[src/hdl/pdrs_defines.vh]
// Register offsets, field positions and reset values of the port data register set.
`ifndef PDRS_DEFINES_VH
`define PDRS_DEFINES_VH

// Register index map on the processor register port.
`define PDRS_ADDR_W 4
`define PDRS_OFS_PIN_INPUT_LEVEL 4'h0
`define PDRS_OFS_OUTPUT_DATA_LATCH 4'h1
`define PDRS_OFS_DIRECTION 4'h2
`define PDRS_OFS_CONTROL 4'h3
`define PDRS_OFS_PIN_DRIVE_SELECT 4'h4
`define PDRS_OFS_OUTPUT_CELL_FLOPS 4'h5
`define PDRS_OFS_OUTPUT_CELL_LOAD_MASK 4'h6
`define PDRS_OFS_INPUT_CELL_OUTPUTS 4'h7
`define PDRS_OFS_DRIVER_ENABLE_STATUS 4'h8
`define PDRS_OFS_PORT_MODE 4'h9

// Field positions inside the port mode register.
`define PDRS_MODE_CELL_ROUTE_BIT 0
`define PDRS_MODE_PERIPH_BIT 1
`define PDRS_MODE_W 2

// Reset values.
`define PDRS_RST_BYTE 8'h00
`define PDRS_RST_MODE 2'h0
`define PDRS_RDATA_UNMAPPED 8'h00

`endif

[src/hdl/pdrs_sync.v]
// Three-stage input synchroniser that accepts a change once stages two and three agree.
`timescale 1ns/1ps
`default_nettype none

module pdrs_sync #(
    parameter WIDTH = 8
) (
    input wire i_clk,
    input wire i_rst_b,
    input wire [WIDTH-1:0] i_async,
    output reg [WIDTH-1:0] o_level
);

    reg [WIDTH-1:0] stage1_reg;
    reg [WIDTH-1:0] stage2_reg;
    reg [WIDTH-1:0] stage3_reg;
    integer k;

    // Stage one is read only by stage two, so a metastable value never reaches the compare.
    always @(posedge i_clk or negedge i_rst_b) begin
        if (!i_rst_b) begin
            stage1_reg <= {WIDTH{1'b0}};
            stage2_reg <= {WIDTH{1'b0}};
            stage3_reg <= {WIDTH{1'b0}};
            o_level <= {WIDTH{1'b0}};
        end else begin
            stage1_reg <= i_async;
            stage2_reg <= stage1_reg;
            stage3_reg <= stage2_reg;
            for (k = 0; k < WIDTH; k = k + 1) begin
                if (stage2_reg[k] == stage3_reg[k]) begin
                    o_level[k] <= stage3_reg[k];
                end
            end
        end
    end

endmodule // pdrs_sync

`default_nettype wire

[src/hdl/pdrs_port.v]
// One general-purpose port: pin sampling, output latch, logic cells, drive control and register port.
//
// Behaviour
// - Pin input register reads return the present (synchronised) pin level.
// - Output data latch stores processor writes and reads them back.
// - Latch bit drives its pin when direction bit or logic-array enable is 1.
// - Output cell flops are addressable and reads return their present outputs.
// - Processor writes load every output cell flop whose mask bit is clear.
// - Each load-mask bit guards one output cell flop; mask is separate register.
// - A set mask bit blocks processor loads of its flop; others still load.
// - All load-mask bits reset to 0, leaving every cell flop writable.
// - Load-mask register is writable and reads back its stored contents.
// - Input cells latch or register pins and feed the logic-array input bus.
// - Input cell outputs are readable through a read-only register.
// - Driver enable status reads 1 for each pin actively driven.
// - Driver enable status reads 0 for each tri-stated pin.
// - First two ports: low nibble drive bits select fast slew, high nibble open drain.
// - Shared cell groups are routable between neighbouring ports.
// - First two ports feed pin inputs into the logic array through input cells.
// - First two ports can output latched low address byte, nibble by nibble.
// - Peripheral I/O mode exists only on the first port in the larger package.
// - Direction 1 means output, 0 input; effective direction ORs the logic-array enable.
// - Control bit 0 selects processor I/O, 1 selects latched address output.
// - Drive bit 1 on an open-drain pin selects open drain; default is push-pull.
// - Fourth port uses only bits 2 and 1, whose drive bits select fast slew.
`timescale 1ns/1ps
`default_nettype none
`include "pdrs_defines.vh"

module pdrs_port #(
    parameter IMPL_MASK = 8'hFF,
    parameter OPEN_DRAIN_MASK = 8'hF0,
    parameter FAST_SLEW_MASK = 8'h0F,
    parameter HAS_ADDR_OUT = 1,
    parameter HAS_CELLS = 1,
    parameter HAS_PERIPH = 0
) (
    input wire i_clk,
    input wire i_rst_b,
    input wire i_reg_wr,
    input wire i_reg_rd,
    input wire [`PDRS_ADDR_W-1:0] i_reg_addr,
    input wire [7:0] i_reg_wdata,
    output reg [7:0] o_reg_rdata,
    output reg o_reg_rvalid,
    input wire [7:0] i_pin_in,
    output reg [7:0] o_pin_out,
    output reg [7:0] o_pin_oe,
    output reg [7:0] o_fast_slew,
    input wire [7:0] i_logic_oe,
    input wire [7:0] i_logic_out_sel,
    input wire [7:0] i_cell_d,
    input wire [7:0] i_cell_load,
    input wire [7:0] i_neighbour_cell_q,
    output reg [7:0] o_output_logic_cell_q,
    input wire [7:0] i_input_cell_gate,
    input wire [7:0] i_input_cell_latch_mode,
    output reg [7:0] o_input_logic_cell_q,
    input wire i_addr_strobe,
    input wire [7:0] i_addr_low,
    input wire [7:0] i_periph_data,
    input wire [7:0] i_periph_oe
);

    localparam [7:0] IMPL = IMPL_MASK;
    localparam [7:0] OD_PINS = OPEN_DRAIN_MASK;
    localparam [7:0] SLEW_PINS = FAST_SLEW_MASK;
    localparam [7:0] CELL_BITS = (HAS_CELLS != 0) ? IMPL : 8'h00;
    localparam [7:0] CTRL_BITS = (HAS_ADDR_OUT != 0) ? IMPL : 8'h00;

    reg [7:0] out_latch_reg;
    reg [7:0] direction_reg;
    reg [7:0] control_reg;
    reg [7:0] drive_reg;
    reg [7:0] cell_q_reg;
    reg [7:0] cell_mask_reg;
    reg [7:0] input_cell_reg;
    reg [7:0] addr_latch_reg;
    reg [`PDRS_MODE_W-1:0] mode_reg;
    reg [7:0] cell_q_next;
    reg [7:0] input_cell_next;
    reg [7:0] pin_out_next;
    reg [7:0] pin_oe_next;
    reg [7:0] rdata_next;
    reg [7:0] drive_level;
    reg [7:0] enable_level;
    wire [7:0] pin_level;
    wire [7:0] cell_source;
    wire periph_on;

    // Masks a written byte to the bits this port really has.
    function [7:0] pdrs_keep;
        input [7:0] value;
        input [7:0] keep;
        begin
            pdrs_keep = value & keep;
        end
    endfunction

    // True when a write strobe targets the given register index.
    function pdrs_hit;
        input wr;
        input [`PDRS_ADDR_W-1:0] addr;
        input [`PDRS_ADDR_W-1:0] ofs;
        begin
            pdrs_hit = wr && (addr == ofs);
        end
    endfunction

    pdrs_sync #(
        .WIDTH(8)
    ) u_pin_sync (
        .i_clk(i_clk),
        .i_rst_b(i_rst_b),
        .i_async(i_pin_in),
        .o_level(pin_level)
    );

    assign cell_source = mode_reg[`PDRS_MODE_CELL_ROUTE_BIT] ? i_neighbour_cell_q : cell_q_reg;

    assign periph_on = (HAS_PERIPH != 0) && mode_reg[`PDRS_MODE_PERIPH_BIT];

    // Processor-writable configuration and data registers.
    always @(posedge i_clk or negedge i_rst_b) begin
        if (!i_rst_b) begin
            out_latch_reg <= `PDRS_RST_BYTE;
            direction_reg <= `PDRS_RST_BYTE;
            control_reg <= `PDRS_RST_BYTE;
            drive_reg <= `PDRS_RST_BYTE;
            cell_mask_reg <= `PDRS_RST_BYTE;
            mode_reg <= `PDRS_RST_MODE;
        end else begin
            if (pdrs_hit(i_reg_wr, i_reg_addr, `PDRS_OFS_OUTPUT_DATA_LATCH)) begin
                out_latch_reg <= pdrs_keep(i_reg_wdata, IMPL);
            end
            if (pdrs_hit(i_reg_wr, i_reg_addr, `PDRS_OFS_DIRECTION)) begin
                direction_reg <= pdrs_keep(i_reg_wdata, IMPL);
            end
            if (pdrs_hit(i_reg_wr, i_reg_addr, `PDRS_OFS_CONTROL)) begin
                control_reg <= pdrs_keep(i_reg_wdata, CTRL_BITS);
            end
            if (pdrs_hit(i_reg_wr, i_reg_addr, `PDRS_OFS_PIN_DRIVE_SELECT)) begin
                drive_reg <= pdrs_keep(i_reg_wdata, IMPL & (OD_PINS | SLEW_PINS));
            end
            if (pdrs_hit(i_reg_wr, i_reg_addr, `PDRS_OFS_OUTPUT_CELL_LOAD_MASK)) begin
                cell_mask_reg <= pdrs_keep(i_reg_wdata, CELL_BITS);
            end
            if (pdrs_hit(i_reg_wr, i_reg_addr, `PDRS_OFS_PORT_MODE)) begin
                mode_reg[`PDRS_MODE_CELL_ROUTE_BIT] <= (HAS_CELLS != 0) && i_reg_wdata[`PDRS_MODE_CELL_ROUTE_BIT];
                mode_reg[`PDRS_MODE_PERIPH_BIT] <= (HAS_PERIPH != 0) && i_reg_wdata[`PDRS_MODE_PERIPH_BIT];
            end
        end
    end

    // Output cell next state: the logic array loads first, a processor write overrides unmasked bits.
    always @* begin : cell_next_p
        integer b;
        b = 0;
        cell_q_next = cell_q_reg;
        for (b = 0; b < 8; b = b + 1) begin
            if (i_cell_load[b]) begin
                cell_q_next[b] = i_cell_d[b];
            end
            if (pdrs_hit(i_reg_wr, i_reg_addr, `PDRS_OFS_OUTPUT_CELL_FLOPS) && !cell_mask_reg[b]) begin
                cell_q_next[b] = i_reg_wdata[b];
            end
        end
        cell_q_next = pdrs_keep(cell_q_next, CELL_BITS);
    end

    always @(posedge i_clk or negedge i_rst_b) begin
        if (!i_rst_b) begin
            cell_q_reg <= `PDRS_RST_BYTE;
        end else begin
            cell_q_reg <= cell_q_next;
        end
    end

    // Input cells take the pin level while the gate is 1 and hold it while the gate is 0, in latch and register mode alike.
    always @* begin : in_cell_p
        integer b;
        b = 0;
        input_cell_next = input_cell_reg;
        for (b = 0; b < 8; b = b + 1) begin
            if (i_input_cell_gate[b]) begin
                input_cell_next[b] = pin_level[b];
            end else if (i_input_cell_latch_mode[b]) begin
                input_cell_next[b] = input_cell_reg[b];
            end
        end
        input_cell_next = pdrs_keep(input_cell_next, CELL_BITS);
    end

    always @(posedge i_clk or negedge i_rst_b) begin
        if (!i_rst_b) begin
            input_cell_reg <= `PDRS_RST_BYTE;
        end else begin
            input_cell_reg <= input_cell_next;
        end
    end

    always @(posedge i_clk or negedge i_rst_b) begin
        if (!i_rst_b) begin
            addr_latch_reg <= `PDRS_RST_BYTE;
        end else if (i_addr_strobe) begin
            addr_latch_reg <= i_addr_low;
        end
    end

    // Pin data and enable selection.  The driver is one cycle behind its sources, a trade
    // made so every pin output leaves a flip-flop and never glitches.
    always @* begin : pin_sel_p
        integer b;
        b = 0;
        drive_level = 8'h00;
        enable_level = 8'h00;
        for (b = 0; b < 8; b = b + 1) begin
            if (periph_on) begin
                drive_level[b] = i_periph_data[b];
                enable_level[b] = i_periph_oe[b];
            end else if (control_reg[b]) begin
                drive_level[b] = addr_latch_reg[b];
                enable_level[b] = direction_reg[b] | i_logic_oe[b];
            end else if (i_logic_out_sel[b] && (HAS_CELLS != 0)) begin
                drive_level[b] = cell_source[b];
                enable_level[b] = direction_reg[b] | i_logic_oe[b];
            end else begin
                drive_level[b] = out_latch_reg[b];
                enable_level[b] = direction_reg[b] | i_logic_oe[b];
            end
        end
        drive_level = pdrs_keep(drive_level, IMPL);
        enable_level = pdrs_keep(enable_level, IMPL);
    end

    // Open drain turns a driven high into release, so only lows are actively driven.
    always @* begin : open_drain_p
        integer b;
        b = 0;
        pin_out_next = drive_level;
        pin_oe_next = enable_level;
        for (b = 0; b < 8; b = b + 1) begin
            if (drive_reg[b] && OD_PINS[b]) begin
                pin_out_next[b] = 1'b0;
                pin_oe_next[b] = enable_level[b] & ~drive_level[b];
            end
        end
    end

    // Registered pin drivers, slew control and logic-array facing outputs.
    always @(posedge i_clk or negedge i_rst_b) begin
        if (!i_rst_b) begin
            o_pin_out <= 8'h00;
            o_pin_oe <= 8'h00;
            o_fast_slew <= 8'h00;
            o_output_logic_cell_q <= 8'h00;
            o_input_logic_cell_q <= 8'h00;
        end else begin
            o_pin_out <= pin_out_next;
            o_pin_oe <= pin_oe_next;
            o_fast_slew <= drive_reg & SLEW_PINS & IMPL;
            o_output_logic_cell_q <= cell_q_next;
            o_input_logic_cell_q <= input_cell_next;
        end
    end

    // Read multiplexer; unmapped indices and missing registers read zero.
    always @* begin
        case (i_reg_addr)
            `PDRS_OFS_PIN_INPUT_LEVEL: rdata_next = pdrs_keep(pin_level, IMPL);
            `PDRS_OFS_OUTPUT_DATA_LATCH: rdata_next = out_latch_reg;
            `PDRS_OFS_DIRECTION: rdata_next = direction_reg;
            `PDRS_OFS_CONTROL: rdata_next = control_reg;
            `PDRS_OFS_PIN_DRIVE_SELECT: rdata_next = drive_reg;
            `PDRS_OFS_OUTPUT_CELL_FLOPS: rdata_next = cell_q_reg;
            `PDRS_OFS_OUTPUT_CELL_LOAD_MASK: rdata_next = cell_mask_reg;
            `PDRS_OFS_INPUT_CELL_OUTPUTS: rdata_next = input_cell_reg;
            `PDRS_OFS_DRIVER_ENABLE_STATUS: rdata_next = pdrs_keep(o_pin_oe, IMPL);
            `PDRS_OFS_PORT_MODE: rdata_next = {6'h00, mode_reg};
            default: rdata_next = `PDRS_RDATA_UNMAPPED;
        endcase
    end

    // Read data is presented one cycle after the read strobe and held until the next read.
    always @(posedge i_clk or negedge i_rst_b) begin
        if (!i_rst_b) begin
            o_reg_rdata <= 8'h00;
            o_reg_rvalid <= 1'b0;
        end else begin
            o_reg_rvalid <= i_reg_rd;
            if (i_reg_rd) begin
                o_reg_rdata <= rdata_next;
            end
        end
    end

endmodule // pdrs_port

`default_nettype wire

[config.mk]
export PLATFORM = sky130hd
export DESIGN_NAME = pdrs_port
export DESIGN_NICKNAME = d
export VERILOG_FILES = /design/src/hdl/pdrs_sync.v /design/src/hdl/pdrs_port.v
export VERILOG_INCLUDE_DIRS = /design/src /design/src/hdl
export SDC_FILE = /design/constraint.sdc
export NUM_CORES = 1
export LEC_CHECK = 0
export CORE_UTILIZATION = 63
export DETAILED_ROUTE_END_ITERATION = 12
export DONT_BUFFER_PORTS = 1
export GPL_TIMING_DRIVEN = 0
export HOLD_SLACK_MARGIN = 0.02
export PLACE_DENSITY = 0.89
export SLEW_MARGIN = 40
export SYNTH_ARGS = -nofsm -noshare
export SYNTH_HDL_FRONTEND = slang
export SYNTH_SLANG_ARGS = --single-unit
[constraint.sdc]
create_clock -name i_clk -period 2 [get_ports i_clk]
set_clock_uncertainty 0.15 [all_clocks]
set_input_delay 0.6 -clock i_clk [delete_from_list [all_inputs] [get_ports i_clk]]
set_output_delay 0.6 -clock i_clk [all_outputs]
set_load 0.02 [all_outputs]
==> results.md <==
- Clock Pin Slew Worst Setup and Hold Paths: 0.06 ns
- Post-Place Setup Slack: -0.242 ns
- Die footprint: between 8000 and 9000 um^2
- Synth top cells by count: dfrtp_1 (126), mux2_2 (65), nand2_1 (35)
- Largest net degree at the start of global routing: 127
- Starting Density: 0.648
- WL final: 13300 um
- Max Buffers Root-to-Sink: 2
- RSZ-0062 raised after global routing: no
- Adder-cell area share of the yosys netlist: 0.0150
- Die height: around 94 um
- Iteration-0 DRC Markers: ~330
- PwrDens: 1180 nW/um^2
- Post-synthesis xor/xnor area fraction: 0
- Post-synthesis sequential area ratio: 0.592
- Layout cells sized above 1: 0.264
- Vias in the first global route: 3840
- Drt wl/cell: ~23 um
- Worst-Margin Slew: 0.802 ns
- Fmax: roughly 0.55 GHz
- Leading area contributor after synthesis: dfrtp_1
- H-tree depth: 4
- Final setup viols: 0
- Ports: 154
- N_diodes: 0
- Final period utilization: 0.917
- Synth Cell Area: 5330 um^2
- Mux cell area share after synthesis: 0.182
- Cell Area, Placed: approximately 5500 um^2
- Ys flop type: dfrtp_1
- DP Wirelength: ~8500 um
- #FFs+latches synth: about 130
- # DRC: 0
- Simple-gate share of the synthesized area: 0.0881
- Fillers: a little over 500
- CTS root buffer: clkbuf_8
- Worst EP required: 2.27 ns
- Placer Congestion: 0.873
- Wire length of the first global-routing pass: 20100 um
- Most frequent cell after synthesis: dfrtp_1
- Minimum clock period: ~1.8 ns
- Async SR Flop Fraction: 1.00
- Max cap viols: 0
- Core footprint: 8220 um^2
- Critical path class: input pin to flop
- Largest family of logic cells by synthesized area: multiplexers
- Mean post-synth cell area: 12.5 um^2
- Total number of yosys warnings: 0
- Unique cell type count in the Yosys netlist: 43
- Final Worst Setup Slack: 0.167 ns
- # nets final: 562
- Synth Area in Compound Gates: 0.0956
- Worst min path class: input pin to async pin
- CTS Hold Buffers Added: 10
- Max-slew headroom: 0.466
- Final hold vios: 126
- Max-slew violations: 0
- FP Rows: 33
- CP startpoint kind: input pin
- CP arrival: 2.10 ns
- Via/cell ratio: 6.38
- Clock Latency Late Sink: 0.53 ns
- Top cells by area, synth: dfrtp_1 (59%), mux2_2 (14%), mux2i_1 (4.1%), o21ai_0 (3.0%), nand2_1 (2.5%)
- Hold WS: -0.387 ns
- Worst VDD drop: ~0.64 mV
- Synth-to-layout area growth: 15.3%
- Grt total ovfl: 0
- EDFF count, synth: 0
- CTS buffer count: 17
- Final antenna-violating net count: 0
- Final Cell Area: 6140 um^2
- Vias: approximately 3700
- CTS Sinks: 126
- Status: complete, but fails checks
- CTS tree: done
- First-pass DRT Iterations: 5
- Post-synth top area share: 0.592
- Endpoint class of the critical path: flop
- Failing checks: negative hold slack
- Post-Synthesis Cells: ~430
- Gr usage total: 0.323
- Post-CTS Setup Bufs: 0
- Die Width: around 94 um
- Initial antenna violation count: 0
- Post-cts sizing count: 0
- CP Max Fanout: 10
- Leakage: 2.68 nW
- IO Port Bufs: 0
==> where the power goes <==
| part | switching, mW | internal, mW | total [mW] |
|---|---|---|---|
| sequential | 0.525 | 2.95 | 3.48 |
| combinational | 0.348 | 0.428 | 0.776 |
| clock | 1.16 | 1.81 | 2.97 |
==> metal layers <==
metal / vias to the layer above / global-route usage / wire (um)
met2: 224 / 0.518 / 6430
met5: - / 0 / 0
met4: 0 / 0.177 / 451
li1: 1591 / - / -
met3: 51 / 0.0761 / 1240
met1: 1805 / 0.407 / 5220
==> metrics by stage <==
step / std cells / total power [mW] / util / setup TNS [ns]
after floorplan: 428 / 4.00 / - / 0
after global placement: 533 / 4.18 / 0.665 / -5.79
after detailed placement: 533 / 4.24 / 0.665 / -5.56
after CTS: 575 / 7.22 / 0.747 / 0
after global routing: 575 / 7.45 / 0.747 / 0
final: 575 / 7.23 / 0.747 / 0
==> worst paths after layout <==
check / cells after the start / slack, ns / end / startpoint
min reg2reg: 0 / 0.20 / u_pin_sync.stage2_reg[6]$_DFF_PN0_ / u_pin_sync.stage1_reg[6]$_DFF_PN0_
max: 6 / 0.17 / o_reg_rdata[5]$_DFFE_PN0P_ / i_reg_addr[3]
max in group asynchronous: 0 / 1.87 / o_pin_out[0]$_DFF_PN0_ / i_rst_b
min: 0 / -0.39 / mode_reg[0]$_DFFE_PN0P_ / i_rst_b
min in group i_clk: 1 / 0.02 / o_pin_oe[1]$_DFF_PN0_ / i_logic_oe[1]
max reg2reg: 5 / 0.32 / o_reg_rdata[3]$_DFFE_PN0P_ / o_output_logic_cell_q[3]$_DFFE_PN0P_
==> critical path: stages <==
cell and delay [ns]:
buf_2 0.18, nor2b_1 0.63, a22o_1 0.24, a32o_1 0.14, a21oi_1 0.04, o21ai_0 0.26
==> cells by family after synthesis <==
group | after synthesis
flops | 126
simple gates | 96
mux | 88
compound gates | 81
buf+inv | 25
fa+ha+maj | 8
other cells | 1
==> placed cells by master, fill, tap and decap left out, types with 8 or more instances in the layout <==
cell type	instances
mux2i_1	22
dfrtp_1	126
nor2b_1	14
a21oi_1	13
buf_2	9
mux2_2	65
maj3_1	8
nor2_1	18
o22ai_1	8
nand2_1	35
dlygate4sd3_1	10
o21ai_0	32
clkbuf_16	16
==> final cells by class <==
cell class                      instances  area (um^2)  area share
Buffer                                 19          120      0.0196
Inverter                                6         22.5     0.00367
Clock buffer                           19          432      0.0703
Tap cell                              105          131      0.0214
Multi-Input combinational cell        277         2040       0.332
Clock inverter                         13          139      0.0226
Timing Repair Buffer                   10          100      0.0163
Sequential cell                       126         3150       0.514
Note: power is estimated with default switching activity, not from simulation.
